===== config.mk =====
export PLATFORM = sky130hd
export DESIGN_NAME = but_timer
export DESIGN_NICKNAME = d
export VERILOG_FILES = /design/src/shared/but_pkg.sv /design/src/hw/but_prescaler.sv /design/src/hw/but_sync.sv /design/src/hw/but_timer.sv
export SDC_FILE = /design/constraint.sdc
export NUM_CORES = 1
export LEC_CHECK = 0
export BUFFER_PORTS_ARGS = -buffer_cell sky130_fd_sc_hd__buf_2
export CAP_MARGIN = 20
export CELL_PAD_IN_SITES_DETAIL_PLACEMENT = 0
export CELL_PAD_IN_SITES_GLOBAL_PLACEMENT = 1
export CORE_UTILIZATION = 40
export DETAILED_ROUTE_END_ITERATION = 10
export PLACE_DENSITY_LB_ADDON = 0.1
export REMOVE_ABC_BUFFERS = 1
export SYNTH_ARGS = -nofsm -noshare
export SYNTH_HDL_FRONTEND = slang
export SYNTH_SLANG_ARGS = --single-unit

===== constraint.sdc =====
create_clock -name clk -period 4.6 [get_ports clk]
set_input_delay 1.15 -clock clk [delete_from_list [all_inputs] [get_ports clk]]
set_output_delay 1.15 -clock clk [all_outputs]
set_load 0.05 [all_outputs]

===== src/shared/but_pkg.sv =====
// Purpose: constants for the basic up-counting timer
// Assumes: axi4-lite, 32-bit data, byte addresses
// Notes: offsets are byte addresses of aligned words
package but_pkg;
  // ==========================================================
  // register offsets
  localparam logic [7:0] OFF_CONTROL = 8'h00;
  localparam logic [7:0] OFF_CONTROL1 = 8'h04;
  localparam logic [7:0] OFF_DMAINTEN = 8'h0C;
  localparam logic [7:0] OFF_FLAG = 8'h10;
  localparam logic [7:0] OFF_SWEVENT = 8'h14;
  localparam logic [7:0] OFF_COUNT = 8'h24;
  localparam logic [7:0] OFF_PRESCALE = 8'h28;
  localparam logic [7:0] OFF_RELOAD = 8'h2C;
  localparam logic [7:0] OFF_DEBUG = 8'h30;
  // ==========================================================
  // field positions
  localparam int BIT_COUNT_EN = 0;
  localparam int BIT_UPD_INHIBIT = 1;
  localparam int BIT_UPD_SOURCE = 2;
  localparam int BIT_ONE_SHOT = 3;
  localparam int BIT_RELOAD_BUF = 7;
  localparam int BIT_IRQ_EN = 0;
  localparam int BIT_DMA_EN = 8;
  localparam int BIT_UPD_FLAG = 0;
  localparam int BIT_FORCE_UPD = 0;
  localparam int BIT_FREEZE = 0;
  localparam int TRG_SEL_LSB = 4;
  // ==========================================================
  // reset values, trigger select codes and response codes
  localparam logic [15:0] RST_RELOAD = 16'hFFFF;
  localparam logic [15:0] RST_ZERO16 = 16'h0000;
  localparam logic [2:0] TRG_ON_RESET = 3'h0;
  localparam logic [2:0] TRG_ON_START = 3'h1;
  localparam logic [2:0] TRG_ON_UPDATE = 3'h2;
  localparam logic [1:0] RESP_OKAY = 2'h0;
  localparam logic [1:0] RESP_SLVERR = 2'h2;
endpackage : but_pkg


===== src/hw/but_prescaler.sv =====
// Purpose: divides the timer input clock into count ticks
// Assumes: one clock, synchronous active-high reset
// Notes: factor is active value plus one
module but_prescaler #(
  parameter int WIDTH = 16
) (
  input wire logic clk,
  input wire logic rst,
  input wire logic run,
  input wire logic clear,
  input wire logic [WIDTH-1:0] divide_value,
  output logic tick
);
  logic [WIDTH-1:0] div_count;
  logic [WIDTH-1:0] next_div_count;

  // refuse a width the divider cannot serve
  if (WIDTH < 1) begin : g_width_check
    $error("prescaler width must be positive");
  end

  always_comb begin
    next_div_count = div_count;
    tick = 1'b0;
    if (clear) begin
      next_div_count = '0;
    end else if (run) begin
      if (div_count >= divide_value) begin
        next_div_count = '0;
        tick = 1'b1;
      end else begin
        next_div_count = div_count + 1'b1;
      end
    end
  end

  always_ff @(posedge clk) begin
    if (rst) begin
      div_count <= '0;
    end else begin
      div_count <= next_div_count;
    end
  end
endmodule : but_prescaler


===== src/hw/but_sync.sv =====
// Purpose: three-stage synchroniser for a pin level
// Assumes: input asynchronous to clk
// Notes: output changes once stages two and three agree
module but_sync (
  input wire logic clk,
  input wire logic rst,
  input wire logic pin,
  output logic level
);
  logic s1;
  logic s2;
  logic s3;
  logic next_level;

  always_comb begin
    next_level = level;
    if (s2 == s3) begin
      next_level = s3;
    end
  end

  always_ff @(posedge clk) begin
    if (rst) begin
      s1 <= 1'b0;
      s2 <= 1'b0;
      s3 <= 1'b0;
      level <= 1'b0;
    end else begin
      s1 <= pin;
      s2 <= s1;
      s3 <= s2;
      level <= next_level;
    end
  end
endmodule : but_sync


===== src/hw/but_timer.sv =====
// Purpose: basic 16-bit up-counting timer with axi4-lite registers
// Assumes: one clock clk, synchronous reset rst
// Notes: update event drives flag, irq, dma request and trigger
//
// Decided for this implementation: the AXI4-Lite register port.
module but_timer #(
  parameter int WIDTH = 16
) (
  input wire logic clk,
  input wire logic rst,
  input wire logic core_halted,
  input wire logic [7:0] s_axi_awaddr,
  input wire logic s_axi_awvalid,
  output logic s_axi_awready,
  input wire logic [31:0] s_axi_wdata,
  input wire logic [3:0] s_axi_wstrb,
  input wire logic s_axi_wvalid,
  output logic s_axi_wready,
  output logic [1:0] s_axi_bresp,
  output logic s_axi_bvalid,
  input wire logic s_axi_bready,
  input wire logic [7:0] s_axi_araddr,
  input wire logic s_axi_arvalid,
  output logic s_axi_arready,
  output logic [31:0] s_axi_rdata,
  output logic [1:0] s_axi_rresp,
  output logic s_axi_rvalid,
  input wire logic s_axi_rready,
  output logic irq,
  output logic dma_req,
  output logic trigger_output
);
  if (WIDTH != 16) begin : g_width_check
    $error("timer width must be 16");
  end

  // ==========================================================
  // state
  logic [7:0] control;
  logic [2:0] trg_sel;
  logic irq_en;
  logic dma_en;
  logic update_flag;
  logic [WIDTH-1:0] count;
  logic [WIDTH-1:0] prescale_register;
  logic [WIDTH-1:0] prescale_active;
  logic [WIDTH-1:0] reload_value_register;
  logic [WIDTH-1:0] reload_active;
  logic debug_freeze_bit;
  logic force_update;
  logic halted;
  logic tick;

  logic [7:0] next_control;
  logic [2:0] next_trg_sel;
  logic next_irq_en;
  logic next_dma_en;
  logic next_update_flag;
  logic [WIDTH-1:0] next_count;
  logic [WIDTH-1:0] next_prescale_register;
  logic [WIDTH-1:0] next_prescale_active;
  logic [WIDTH-1:0] next_reload_value_register;
  logic [WIDTH-1:0] next_reload_active;
  logic next_debug_freeze_bit;
  logic next_force_update;
  logic next_irq;
  logic next_dma_req;
  logic next_trigger_output;

  // ==========================================================
  // axi4-lite handshake state
  logic aw_held;
  logic w_held;
  logic [7:0] aw_addr;
  logic [31:0] w_data;
  logic [3:0] w_strb;
  logic next_aw_held;
  logic next_w_held;
  logic [7:0] next_aw_addr;
  logic [31:0] next_w_data;
  logic [3:0] next_w_strb;
  logic next_bvalid;
  logic [1:0] next_bresp;
  logic next_rvalid;
  logic [31:0] next_rdata;
  logic [1:0] next_rresp;
  logic wr_go;
  logic rd_go;
  logic aw_have;
  logic w_have;

  function automatic logic mapped(input logic [7:0] a);
    mapped = (a == but_pkg::OFF_CONTROL) || (a == but_pkg::OFF_CONTROL1) ||
             (a == but_pkg::OFF_DMAINTEN) || (a == but_pkg::OFF_FLAG) ||
             (a == but_pkg::OFF_SWEVENT) || (a == but_pkg::OFF_COUNT) ||
             (a == but_pkg::OFF_PRESCALE) || (a == but_pkg::OFF_RELOAD) ||
             (a == but_pkg::OFF_DEBUG);
  endfunction : mapped

  // only the low half-word is meaningful; upper strobes are ignored
  function automatic logic [15:0] merge16(input logic [15:0] old,
                                          input logic [31:0] d,
                                          input logic [3:0] s);
    merge16 = {s[1] ? d[15:8] : old[15:8], s[0] ? d[7:0] : old[7:0]};
  endfunction : merge16

  // internal clock only; halt with freeze stops ticks
  but_prescaler #(.WIDTH(WIDTH)) u_prescaler (
    .clk(clk),
    .rst(rst),
    .run(control[but_pkg::BIT_COUNT_EN] && !(halted && debug_freeze_bit)),
    .clear(force_update),
    .divide_value(prescale_active),
    .tick(tick)
  );

  but_sync u_halt_sync (
    .clk(clk),
    .rst(rst),
    .pin(core_halted),
    .level(halted)
  );

  // built from registered state and inputs so no loop through next_*
  assign aw_have = aw_held || (s_axi_awvalid && s_axi_awready);
  assign w_have = w_held || (s_axi_wvalid && s_axi_wready);
  assign wr_go = aw_have && w_have && !s_axi_bvalid;
  assign rd_go = s_axi_arvalid && s_axi_arready;

  always_comb begin
    next_aw_held = aw_held;
    next_w_held = w_held;
    next_aw_addr = aw_addr;
    next_w_data = w_data;
    next_w_strb = w_strb;
    if (s_axi_awvalid && s_axi_awready) begin
      next_aw_held = 1'b1;
      next_aw_addr = s_axi_awaddr;
    end
    if (s_axi_wvalid && s_axi_wready) begin
      next_w_held = 1'b1;
      next_w_data = s_axi_wdata;
      next_w_strb = s_axi_wstrb;
    end
    next_bvalid = s_axi_bvalid && !s_axi_bready;
    next_bresp = s_axi_bresp;
    if (wr_go) begin
      next_aw_held = 1'b0;
      next_w_held = 1'b0;
      next_bvalid = 1'b1;
      next_bresp = mapped(next_aw_addr) ? but_pkg::RESP_OKAY : but_pkg::RESP_SLVERR;
    end
    next_rvalid = s_axi_rvalid && !s_axi_rready;
    next_rdata = s_axi_rdata;
    next_rresp = s_axi_rresp;
    if (rd_go) begin
      next_rvalid = 1'b1;
      next_rresp = mapped(s_axi_araddr) ? but_pkg::RESP_OKAY : but_pkg::RESP_SLVERR;
      next_rdata = '0;
      unique case (s_axi_araddr)
        but_pkg::OFF_CONTROL: next_rdata[7:0] = control;
        but_pkg::OFF_CONTROL1: next_rdata[but_pkg::TRG_SEL_LSB +: 3] = trg_sel;
        but_pkg::OFF_DMAINTEN: begin
          next_rdata[but_pkg::BIT_IRQ_EN] = irq_en;
          next_rdata[but_pkg::BIT_DMA_EN] = dma_en;
        end
        but_pkg::OFF_FLAG: next_rdata[but_pkg::BIT_UPD_FLAG] = update_flag;
        but_pkg::OFF_COUNT: next_rdata[15:0] = count;
        but_pkg::OFF_PRESCALE: next_rdata[15:0] = prescale_register;
        but_pkg::OFF_RELOAD: next_rdata[15:0] = reload_value_register;
        but_pkg::OFF_DEBUG: next_rdata[but_pkg::BIT_FREEZE] = debug_freeze_bit;
        default: next_rdata = '0;
      endcase
    end
  end

  // ==========================================================
  // timer core
  logic overflow;
  logic update_event;
  logic request_event;
  logic start_event;
  logic wr_ctrl;
  logic [15:0] ctrl_wval;

  always_comb begin
    next_control = control;
    next_trg_sel = trg_sel;
    next_irq_en = irq_en;
    next_dma_en = dma_en;
    next_update_flag = update_flag;
    next_count = count;
    next_prescale_register = prescale_register;
    next_prescale_active = prescale_active;
    next_reload_value_register = reload_value_register;
    next_reload_active = reload_active;
    next_debug_freeze_bit = debug_freeze_bit;
    next_force_update = 1'b0;
    wr_ctrl = wr_go && (next_aw_addr == but_pkg::OFF_CONTROL);
    ctrl_wval = merge16({8'h00, control}, next_w_data, next_w_strb);
    // wrap at reload; unbuffered reload uses register
    overflow = tick && (count >= (control[but_pkg::BIT_RELOAD_BUF] ?
                                  reload_active : reload_value_register));
    // update unless inhibited; inhibit blocks all sources
    update_event = !control[but_pkg::BIT_UPD_INHIBIT] && (overflow || force_update);
    request_event = update_event &&
                    (!control[but_pkg::BIT_UPD_SOURCE] || overflow);
    start_event = wr_ctrl && ctrl_wval[but_pkg::BIT_COUNT_EN] &&
                  !control[but_pkg::BIT_COUNT_EN];
    if (tick) begin
      next_count = overflow ? but_pkg::RST_ZERO16 : count + 1'b1;
    end
    if (force_update) begin
      next_count = but_pkg::RST_ZERO16;
    end
    // shadow copy on update; prescale waits
    if (update_event) begin
      next_prescale_active = prescale_register;
      next_reload_active = reload_value_register;
    end
    if (wr_go) begin
      unique case (next_aw_addr)
        but_pkg::OFF_CONTROL: next_control = ctrl_wval[7:0] & 8'h8F;
        but_pkg::OFF_CONTROL1: begin
          next_trg_sel = next_w_strb[0] ?
                         next_w_data[but_pkg::TRG_SEL_LSB +: 3] : trg_sel;
        end
        but_pkg::OFF_DMAINTEN: begin
          if (next_w_strb[0]) next_irq_en = next_w_data[but_pkg::BIT_IRQ_EN];
          if (next_w_strb[1]) next_dma_en = next_w_data[but_pkg::BIT_DMA_EN];
        end
        but_pkg::OFF_FLAG: begin
          if (next_w_strb[0] && !next_w_data[but_pkg::BIT_UPD_FLAG]) begin
            next_update_flag = 1'b0;
          end
        end
        but_pkg::OFF_SWEVENT: next_force_update = next_w_strb[0] &&
                                                  next_w_data[but_pkg::BIT_FORCE_UPD];
        but_pkg::OFF_COUNT: next_count = merge16(count, next_w_data, next_w_strb);
        but_pkg::OFF_PRESCALE: next_prescale_register =
                                 merge16(prescale_register, next_w_data, next_w_strb);
        but_pkg::OFF_RELOAD: next_reload_value_register =
                               merge16(reload_value_register, next_w_data, next_w_strb);
        but_pkg::OFF_DEBUG: begin
          if (next_w_strb[0]) next_debug_freeze_bit = next_w_data[but_pkg::BIT_FREEZE];
        end
        default: next_count = next_count;
      endcase
    end
    if (!next_control[but_pkg::BIT_RELOAD_BUF]) begin
      next_reload_active = next_reload_value_register;
    end
    if (request_event) begin
      next_update_flag = 1'b1;
    end
    if (update_event && control[but_pkg::BIT_ONE_SHOT]) begin
      next_control[but_pkg::BIT_COUNT_EN] = 1'b0;
      next_count = but_pkg::RST_ZERO16;
    end
    next_irq = irq_en && request_event;
    next_dma_req = dma_en && request_event;
    unique case (trg_sel)
      but_pkg::TRG_ON_RESET: next_trigger_output = force_update;
      but_pkg::TRG_ON_START: next_trigger_output = start_event;
      but_pkg::TRG_ON_UPDATE: next_trigger_output = update_event;
      default: next_trigger_output = 1'b0;
    endcase
  end

  always_ff @(posedge clk) begin
    if (rst) begin
      control <= 8'h00;
      trg_sel <= 3'h0;
      irq_en <= 1'b0;
      dma_en <= 1'b0;
      update_flag <= 1'b0;
      count <= but_pkg::RST_ZERO16;
      prescale_register <= but_pkg::RST_ZERO16;
      prescale_active <= but_pkg::RST_ZERO16;
      reload_value_register <= but_pkg::RST_RELOAD;
      reload_active <= but_pkg::RST_RELOAD;
      debug_freeze_bit <= 1'b0;
      force_update <= 1'b0;
      irq <= 1'b0;
      dma_req <= 1'b0;
      trigger_output <= 1'b0;
      aw_held <= 1'b0;
      w_held <= 1'b0;
      aw_addr <= 8'h00;
      w_data <= 32'h0000_0000;
      w_strb <= 4'h0;
      s_axi_bvalid <= 1'b0;
      s_axi_bresp <= 2'h0;
      s_axi_rvalid <= 1'b0;
      s_axi_rdata <= 32'h0000_0000;
      s_axi_rresp <= 2'h0;
      s_axi_awready <= 1'b0;
      s_axi_wready <= 1'b0;
      s_axi_arready <= 1'b0;
    end else begin
      control <= next_control;
      trg_sel <= next_trg_sel;
      irq_en <= next_irq_en;
      dma_en <= next_dma_en;
      update_flag <= next_update_flag;
      count <= next_count;
      prescale_register <= next_prescale_register;
      prescale_active <= next_prescale_active;
      reload_value_register <= next_reload_value_register;
      reload_active <= next_reload_active;
      debug_freeze_bit <= next_debug_freeze_bit;
      force_update <= next_force_update;
      irq <= next_irq;
      dma_req <= next_dma_req;
      trigger_output <= next_trigger_output;
      aw_held <= next_aw_held;
      w_held <= next_w_held;
      aw_addr <= next_aw_addr;
      w_data <= next_w_data;
      w_strb <= next_w_strb;
      s_axi_bvalid <= next_bvalid;
      s_axi_bresp <= next_bresp;
      s_axi_rvalid <= next_rvalid;
      s_axi_rdata <= next_rdata;
      s_axi_rresp <= next_rresp;
      // a held word blocks its channel until the response leaves
      s_axi_awready <= !next_aw_held && !next_bvalid;
      s_axi_wready <= !next_w_held && !next_bvalid;
      s_axi_arready <= !next_rvalid && !rd_go;
    end
  end

  // ==========================================================
  // checks
  a_tick_spacing: assert property (@(posedge clk) disable iff (rst)
    tick && prescale_active != '0 && !update_event |=> !tick)
    else $error("tick too early for factor above one");
  a_wrap_zero: assert property (@(posedge clk) disable iff (rst)
    overflow && !wr_go |=> count == 16'h0000) else $error("no wrap to zero");
  a_inhibit_blocks: assert property (@(posedge clk) disable iff (rst)
    control[but_pkg::BIT_UPD_INHIBIT] && !update_flag |=> !update_flag && !irq && !dma_req)
    else $error("update while inhibited");
  a_force_clears: assert property (@(posedge clk) disable iff (rst)
    force_update && !wr_go |=> count == 16'h0000) else $error("force did not clear");
  a_shadow_load: assert property (@(posedge clk) disable iff (rst)
    update_event |=> prescale_active == $past(prescale_register))
    else $error("prescale shadow not loaded");
  a_one_shot_stop: assert property (@(posedge clk) disable iff (rst)
    update_event && control[3] && !wr_go |=> !control[0])
    else $error("one shot did not stop");
  a_hold_stopped: assert property (@(posedge clk) disable iff (rst)
    !control[0] && !force_update && !wr_go |=> $stable(count))
    else $error("counter moved while disabled");
  a_flag_sets: assert property (@(posedge clk) disable iff (rst)
    request_event |=> update_flag) else $error("flag not set");
  a_irq_gate: assert property (@(posedge clk) disable iff (rst)
    irq |-> $past(irq_en)) else $error("irq without enable");
  a_source_sel: assert property (@(posedge clk) disable iff (rst)
    control[but_pkg::BIT_UPD_SOURCE] && force_update && !overflow |=> !irq && !dma_req)
    else $error("request from force");
  c_overflow: cover property (@(posedge clk) disable iff (rst) overflow);
  c_force: cover property (@(posedge clk) disable iff (rst) force_update && update_event);
  c_one_shot: cover property (@(posedge clk) disable iff (rst) update_event && control[3]);
endmodule : but_timer


==> results of run 1 <==
==> per-stage QoR <==
| step | setup TNS (ns) | instance area [um^2] | util (%) |
|---|---|---|---|
| final | 0 | 9920 | 46.7 |
| after global routing | 0 | 9920 | 46.7 |
| after CTS | 0 | 9920 | 46.7 |
| after detailed placement | 0 | 9320 | 43.9 |
| after global placement | 0 | 9320 | 43.9 |
| after floorplan | -14.05 | 8380 | - |
==> cell families after synthesis <==
kind of cell | count (synthesis)
AO/OA/AOI/OAI | 251
XOR/XNOR | 16
adder cells (fa/ha/maj) | 34
buffers and inverters | 132
flip-flops | 167
multiplexers | 60
other | 1
AND/OR/NAND/NOR | 360
==> registers in the layout (all words and copies together) (netlist names), 2 cells and up <==
name	flops
w_strb	2
reload_value_register	16
aw_addr	8
u_prescaler.div_count	16
w_data	16
prescale_register	16
control	5
s_axi_rdata	16
count	16
reload_active	16
prescale_active	16
trg_sel	3
==> power groups by stage <==
stage,Clock (uW),Sequential [uW],Combinational (uW)
finish,1470,1480,294
global route,1560,1480,315
CTS,1500,1480,294
detailed placement,0,1510,294
global placement,0,1510,294
floorplan,0,1550,139
==> cell type report <==
| type | instances | area share [%] |
|---|---|---|
| multi-input cells | 739 | 49.1 |
| flip-flops and latches | 167 | 33.7 |
| repair buffers | 98 | 5.88 |
| clock buffers | 19 | 4.57 |
| well taps | 275 | 3.47 |
| inverters | 48 | 1.82 |
| clock inverters | 13 | 1.45 |
==> synth_stat cells (6+ instances only) <==
cell type and count:
sky130_fd_sc_hd__o221ai_1 8, sky130_fd_sc_hd__o21ai_0 22, sky130_fd_sc_hd__inv_1 48, sky130_fd_sc_hd__o21ai_1 6, sky130_fd_sc_hd__nor2_1 141, sky130_fd_sc_hd__dfxtp_1 167
sky130_fd_sc_hd__buf_2 11, sky130_fd_sc_hd__a211oi_1 36, sky130_fd_sc_hd__buf_4 19, sky130_fd_sc_hd__mux2i_1 51, sky130_fd_sc_hd__or3_1 8, sky130_fd_sc_hd__o221ai_2 9
sky130_fd_sc_hd__mux2_2 7, sky130_fd_sc_hd__a21oi_1 63, sky130_fd_sc_hd__nand2_1 69, sky130_fd_sc_hd__nand4_1 28, sky130_fd_sc_hd__ha_1 34, sky130_fd_sc_hd__a22oi_1 19
sky130_fd_sc_hd__and3_1 6, sky130_fd_sc_hd__a211oi_2 16, sky130_fd_sc_hd__clkbuf_1 45, sky130_fd_sc_hd__nand3_1 39, sky130_fd_sc_hd__nor3_1 22, sky130_fd_sc_hd__xor2_1 11
sky130_fd_sc_hd__or4_1 6, sky130_fd_sc_hd__o211ai_1 21, sky130_fd_sc_hd__nor2b_1 8, sky130_fd_sc_hd__and4_1 6, sky130_fd_sc_hd__a31oi_1 11
==> metal layers <==
metal	vias up	routed length, um	share of wire [%]	track usage, %
met3	26	1140	4.5	3.51
met1	3558	12800	51	34.2
met2	178	11000	43	35.2
met4	0	414	1.6	6.82
li1	3780	-	-	-
met5	-	0	0	0
==> worst reg2reg max path, stage by stage (launching register included) <==
cell                       delay [ns]
sky130_fd_sc_hd__dfxtp_1         0.33
sky130_fd_sc_hd__inv_1           0.04
sky130_fd_sc_hd__ha_1            0.30
sky130_fd_sc_hd__and4_1          0.22
sky130_fd_sc_hd__nand2_1         0.09
sky130_fd_sc_hd__or4_1           0.73
sky130_fd_sc_hd__a31oi_4         0.45
sky130_fd_sc_hd__a21boi_2        0.28
sky130_fd_sc_hd__a311o_1         0.76
sky130_fd_sc_hd__and4b_1         0.28
==> final timing paths <==
kind / start / to / slack, ns
worst min register to register: u_halt_sync.s1 / u_halt_sync.s2 / 0.45
worst min-delay path: u_halt_sync.s1 / u_halt_sync.s2 / 0.45
worst max-delay path: prescale_active[15] / count[7] / 1.02
worst max register to register: prescale_active[15] / count[7] / 1.02
==> impl_summary.log, run 1 <==
[metrics] Post-Synth XOR/XNOR Area: 1.60%
[metrics] portion of netlist area occupied by mux cells: 7.12%
[metrics] largest area contributor in the netlist: sky130_fd_sc_hd__dfxtp_1
[metrics] Compound-Gate Fraction of Synth Area: 21.3%
[metrics] Crit Path Class: flop to flop
[metrics] Worst R2R Path Depth: 9
[metrics] floorplan die height: 150 um
[metrics] ordered list of cells on the worst path: inv_1, ha_1, and4_1, nand2_1, or4_1, a31oi_4, a21boi_2, a311o_1, and4b_1
[metrics] count of distinct cell types in the synthesized netlist: 71
[metrics] Critical Path Start Type: flop
[metrics] sequential-to-total area share from yosys stat: 38.2%
[metrics] commonest cells after routing, fill and taps aside: sky130_fd_sc_hd__dfxtp_1, sky130_fd_sc_hd__nor2_1, sky130_fd_sc_hd__nand2_1, sky130_fd_sc_hd__buf_2, sky130_fd_sc_hd__a21oi_1
[metrics] largest net degree at the start of global routing: 101
[metrics] Post-Layout Cell Count: 1359
[metrics] RD Place Congestion: 0.832
[metrics] number of storage elements in the synthesis netlist: 167
[metrics] die area: 22500 um^2
[metrics] number of nets in the final layout: 1165
[metrics] cell count after synthesis: 1021
[metrics] H-tree depth: 4
[metrics] total of endpoints with negative setup slack in the final report: 0
[metrics] dominant delay contributor by cell family on the critical path: compound AO/OA/AOI/OAI gates
[metrics] # clock sinks: 167
[metrics] clock tree skew after final layout: 0.0109 ns
[metrics] capturing element type of the critical path: flop
[metrics] clock tree from TritonCTS: done
[metrics] count of cell instances traversed by the critical path: 9
[metrics] post-layout power: 3240 uW
[metrics] maximum VDD drop: 0.180 mV
[metrics] storage element area: 3340 um^2
[metrics] share of Yosys cell area claimed by the top area cell type: 38.2%
[metrics] Combinational Power Share: 9.1%
[metrics] vias per inst: 5.55
[metrics] port bufs: 67
[metrics] Internal Power: 2380 uW
[metrics] DRC marker count from the first detailed-route iteration: 577
[metrics] Root Buffer Master: sky130_fd_sc_hd__clkbuf_16
[metrics] switching power total: 861 uW
[metrics] critical path required time: 4.92 ns
[metrics] worst hold slack across all endpoints: 0.447 ns
[metrics] overall via count from detail_route: 7542
[metrics] switching power as a share of total power: 26.5%
[metrics] antenna cells: 0
[metrics] path type of the worst min-delay path: flop to flop
[metrics] Cell Rows: 53
[metrics] Post-route DRC: 0
[metrics] leading cell types by total area after synthesis: sky130_fd_sc_hd__dfxtp_1, sky130_fd_sc_hd__nor2_1, sky130_fd_sc_hd__mux2i_1
[metrics] leading register cell type out of synthesis: sky130_fd_sc_hd__dfxtp_1
[metrics] clock network latency to the later pin of the worst-skew pair: 0.43 ns
[metrics] count of cells along the worst hold path: 1
[metrics] adder-cell area share of the yosys netlist: 4.86%
[metrics] drt total wl: 25400 um
[metrics] cell count after placement: 1327
[metrics] number of buffers added to fix hold violations after cts: 0
[metrics] count of TritonRoute iterations in the first routing pass: 5
[metrics] IO Count: 104
[metrics] worst-case headroom to the max-slew limit: 37.8%
[metrics] hold violation total from the final report: 0
[metrics] time the worst path needs with I/O delays and setup: 3.58 ns
[metrics] maximum fanout along the worst path: 17
[metrics] area of the multi-input gates: 4870 um^2
[metrics] GRT Total Usage: 23.4%
[metrics] actual slew at the worst max-slew pin: 0.930 ns
[metrics] final critical-path share of the clock period: 77.9%
[metrics] dominant combinational cell family by area after synthesis: compound AO/OA/AOI/OAI gates
[metrics] TritonCTS buffer count: 17
[metrics] leakage power: 0.00365 uW
[metrics] Syn-to-layout area delta: 13.3%
[metrics] number of buffers added for setup after CTS: 0
[metrics] HPWL after DPL: 17900 um
[metrics] area of the mapped netlist: 8750 um^2
[metrics] Core Box Area: 21200 um^2
[metrics] worst setup margin: 1.02 ns
[metrics] share of async-settable or async-resettable flops after synthesis: 0%
[metrics] Max Cap Violations: 0
[metrics] clock network power share: 45.3%
[metrics] critical path's largest stage delay: 0.76 ns
[metrics] antenna viol nets, final: 0
[metrics] run status: complete, no violations
[metrics] clock transition at the registers of the reported paths: 0.07 ns
[metrics] initial antenna violation count: 0
[metrics] GRT Residual Overflow: 0
[metrics] number of max-slew violations in the final report: 0
[metrics] CTS Buffer Depth: 2
[metrics] PostCTS Resize Cnt: 0
[metrics] post-synthesis share of cell area spent on and, or, nand and nor gates: 19.9%
[metrics] Yosys warning total: 0
[metrics] mean area per synthesized cell: 8.57 um^2
[metrics] die width: 150 um
[metrics] RSZ-0062 raised after global routing: no
[metrics] arrival time at the worst endpoint: 3.90 ns
[metrics] number of enable-type register cells in the synthesized netlist: 0
[metrics] power per cell area: 327 nW/um^2
[metrics] Slowest-stage cell, CP: sky130_fd_sc_hd__a311o_1
[metrics] vias in the first global route: 6945
[metrics] global-route wire length before repair: 40100 um
[metrics] setup slack at placement: 0.648 ns
[metrics] filler instances: 2144
[metrics] Avg WL per Cell: 18.7 um
[metrics] layout cell share with drive strength beyond 1: 16.5%
[metrics] Reg power frac: 45.7%
[metrics] most common cell after layout, fill and taps aside: sky130_fd_sc_hd__dfxtp_1
[metrics] starting density of the core: 41.2%
[metrics] Highest Clock Rate: 0.279 GHz
[metrics] Critical path buffers and inverters: 1
Note: power is estimated with default switching activity, not from simulation.
==> run 2: changes to the inputs <==
==> constraint.sdc (replaced) <==
create_clock -name clk -period 3.3 [get_ports clk]
set_input_delay 0.825 -clock clk [delete_from_list [all_inputs] [get_ports clk]]
set_output_delay 0.825 -clock clk [all_outputs]
set_load 0.05 [all_outputs]
==> run 2 against run 1 <==
  * Non-clock buffer count rose by 34
  * Combinational power rose by 46%
  * Worst hold slack got worse by 0.0081 ns
  * Clock-buffer cell count fell by 1
  * Fmax rose by 17%
  * Clock skew fell by 0.0028 ns
  * Via count rose by 1.4%
  * Design area rose by 3.5%
  * Clock power rose by 52%
  * Register-to-register slack got worse by 0.77 ns
  * Highest routed layer unchanged
==> impl_summary.log, run 2 (synthesis gave the netlist of run 1 again) <==
[metrics] worst-case headroom to the max-slew limit: 41.0% (was 37.8%)
[metrics] Slowest-stage cell, CP: sky130_fd_sc_hd__dfxtp_1 (was sky130_fd_sc_hd__a311o_1)
[metrics] critical path required time: 3.64 ns (was 4.92 ns)
[metrics] largest net degree at the start of global routing: 60 (was 101)
[metrics] RD Place Congestion: 0.856 (was 0.832)
[metrics] number of nets in the final layout: 1199 (was 1165)
[metrics] global-route wire length before repair: 39800 um (was 40100 um)
[metrics] Root Buffer Master: sky130_fd_sc_hd__clkbuf_16 (unchanged)
[metrics] actual slew at the worst max-slew pin: 0.881 ns (was 0.930 ns)
[metrics] hold violation total from the final report: 0 (unchanged)
[metrics] count of cell instances traversed by the critical path: 11 (was 9)
[metrics] arrival time at the worst endpoint: 3.40 ns (was 3.90 ns)
[metrics] capture point of the worst reg-to-reg path: control[0] (was count[7])
[metrics] time the worst path needs with I/O delays and setup: 3.05 ns (was 3.58 ns)
[metrics] Max Cap Violations: 0 (unchanged)
[metrics] count of TritonRoute iterations in the first routing pass: 5 (unchanged)
[metrics] antenna viol nets, final: 0 (unchanged)
[metrics] floorplan die height: 150 um (unchanged)
[metrics] die area: 22500 um^2 (unchanged)
[metrics] Worst R2R Path Depth: 11 (was 9)
[metrics] critical path launch point: control[7] (was prescale_active[15])
[metrics] Critical path buffers and inverters: 2 (was 1)
[metrics] run status: complete, no violations (unchanged)
[metrics] PostCTS Resize Cnt: 0 (unchanged)
[metrics] clock tree skew after final layout: 0.00813 ns (was 0.0109 ns)
[metrics] antenna cells: 0 (unchanged)
[metrics] ordered list of cells on the worst path: buf_4, mux2i_1, ha_1, o211ai_1, a21oi_1, o41a_1, o21ai_1, a21boi_2, a311o_1, buf_4, a211oi_1 (was inv_1, ha_1, and4_1, nand2_1, or4_1, a31oi_4, a21boi_2, a311o_1, and4b_1)
[metrics] Core Box Area: 21200 um^2 (unchanged)
[metrics] overall via count from detail_route: 7644 (was 7542)
[metrics] GRT Total Usage: 23.2% (was 23.4%)
[metrics] clock transition at the registers of the reported paths: 0.07 ns (about the same)
[metrics] layout cell share with drive strength beyond 1: 19.0% (was 16.5%)
[metrics] die width: 150 um (unchanged)
[metrics] vias in the first global route: 7094 (was 6945)
[metrics] setup slack of the worst register-to-register path: 0.25 ns (was 1.02 ns)
[metrics] Cell Rows: 53 (unchanged)
[metrics] Crit Path Class: flop to flop (unchanged)
[metrics] leakage power: 0.00384 uW (was 0.00365 uW)
[metrics] path type of the worst min-delay path: flop to flop (unchanged)
[metrics] TritonCTS buffer count: 17 (unchanged)
[metrics] commonest cells after routing, fill and taps aside: sky130_fd_sc_hd__dfxtp_1, sky130_fd_sc_hd__nor2_1, sky130_fd_sc_hd__nand2_1, sky130_fd_sc_hd__buf_2, sky130_fd_sc_hd__a21oi_1 (unchanged)
[metrics] filler instances: 2134 (was 2144)
[metrics] Post-route DRC: 0 (unchanged)
[metrics] # clock sinks: 167 (unchanged)
[metrics] number of buffers added to fix hold violations after cts: 0 (unchanged)
[metrics] Highest Clock Rate: 0.328 GHz (was 0.279 GHz)
[metrics] IO Count: 104 (unchanged)
[metrics] area of the multi-input gates: 4870 um^2 (unchanged)
[metrics] GRT Residual Overflow: 0 (unchanged)
[metrics] CP most frequent cell: sky130_fd_sc_hd__buf_4
[metrics] termination of the worst setup path: control[0] (was count[7])
[metrics] RSZ-0062 raised after global routing: no (unchanged)
[metrics] Syn-to-layout area delta: 17.3% (was 13.3%)
[metrics] Critical Path Start Type: flop (unchanged)
[metrics] final critical-path share of the clock period: 92.5% (was 77.9%)
[metrics] vias per inst: 5.49 (was 5.55)
[metrics] port bufs: 67 (unchanged)
[metrics] number of max-slew violations in the final report: 0 (unchanged)
[metrics] storage element area: 3340 um^2 (unchanged)
[metrics] DRC marker count from the first detailed-route iteration: 684 (was 577)
[metrics] CTS Buffer Depth: 2 (unchanged)
[metrics] critical path's largest stage delay: 0.50 ns (was 0.76 ns)
[metrics] maximum VDD drop: 0.272 mV (was 0.180 mV)
[metrics] number of buffers added for setup after CTS: 0 (unchanged)
[metrics] clock tree from TritonCTS: done (unchanged)
[metrics] total of endpoints with negative setup slack in the final report: 0 (unchanged)
[metrics] Avg WL per Cell: 18.0 um (was 18.7 um)
[metrics] H-tree depth: 4 (unchanged)
[metrics] capturing element type of the critical path: flop (unchanged)
[metrics] dominant delay contributor by cell family on the critical path: compound AO/OA/AOI/OAI gates (unchanged)
[metrics] most common cell after layout, fill and taps aside: sky130_fd_sc_hd__dfxtp_1 (unchanged)
[metrics] power per cell area: 461 nW/um^2 (was 327 nW/um^2)
[metrics] worst hold slack across all endpoints: 0.439 ns (was 0.447 ns)
[metrics] HPWL after DPL: 18600 um (was 17900 um)
[metrics] initial antenna violation count: 0 (unchanged)
[metrics] sum of negative setup slack: 0 ns (unchanged)
[metrics] maximum fanout along the worst path: 8 (was 17)
[metrics] starting density of the core: 41.2% (unchanged)
[metrics] reg-to-reg critical path startpoint: control[7] (was prescale_active[15])
[metrics] clock network latency to the later pin of the worst-skew pair: 0.43 ns (about the same)
[metrics] drt total wl: 25000 um (was 25400 um)
-- run 2: how the worst min path moves through the flow --
stage                                end  slack (ns)  cells past startpoint           start
after floorplan           u_halt_sync.s2        0.41                      1  u_halt_sync.s1
after global routing      u_halt_sync.s2        0.47                      1  u_halt_sync.s1
after global placement    u_halt_sync.s2        0.42                      1  u_halt_sync.s1
after CTS                 u_halt_sync.s2        0.44                      1  u_halt_sync.s1
after detailed placement  u_halt_sync.s2        0.42                      1  u_halt_sync.s1
final                     u_halt_sync.s2        0.44                      1  u_halt_sync.s1
-- run 2: metal layers --
layer	track usage (%)	routed length [um]	vias to the layer above
met1	34.5	12900	3622
li1	-	-	3834
met2	34.4	10700	173
met3	3.93	1140	15
met5	0	0	-
met4	5.40	285	0
-- run 2: area by class of cell --
type | instances | area share (%)
Multi-Input combinational cell | 739 | 47.4
Inverter | 48 | 1.76
Clock inverter | 14 | 2.16
Timing Repair Buffer | 132 | 8.53
Tap cell | 275 | 3.35
Sequential cell | 167 | 32.6
Clock buffer | 18 | 4.18
-- run 2: power by group --
group          switching, uW  internal, uW
Combinational            302           128
Clock                    883          1350
Sequential              15.8          2050
-- run 2: stage by stage --
step	utilization [%]	cells	worst slack, ns	cell area [um^2]	total power [uW]
6_report	48.4	1393	0.248	10300	4730
5_1_grt	48.4	1393	0.0812	10300	4910
4_1_cts	48.4	1393	0.236	10300	4780
3_5_place_dp	45.3	1361	0.0548	9610	2540
3_3_place_gp	45.3	1361	0.129	9610	2540
2_1_floorplan	-	954	-1.84	8380	2350
-- run 2: worst reg2reg max path, stage by stage, from the launching register on --
cell	delay [ns]
sky130_fd_sc_hd__dfxtp_1	0.50
sky130_fd_sc_hd__buf_4	0.20
sky130_fd_sc_hd__mux2i_1	0.20
sky130_fd_sc_hd__ha_1	0.27
sky130_fd_sc_hd__o211ai_1	0.10
sky130_fd_sc_hd__a21oi_1	0.07
sky130_fd_sc_hd__o41a_1	0.41
sky130_fd_sc_hd__o21ai_1	0.29
sky130_fd_sc_hd__a21boi_2	0.13
sky130_fd_sc_hd__a311o_1	0.41
sky130_fd_sc_hd__buf_4	0.19
sky130_fd_sc_hd__a211oi_1	0.20
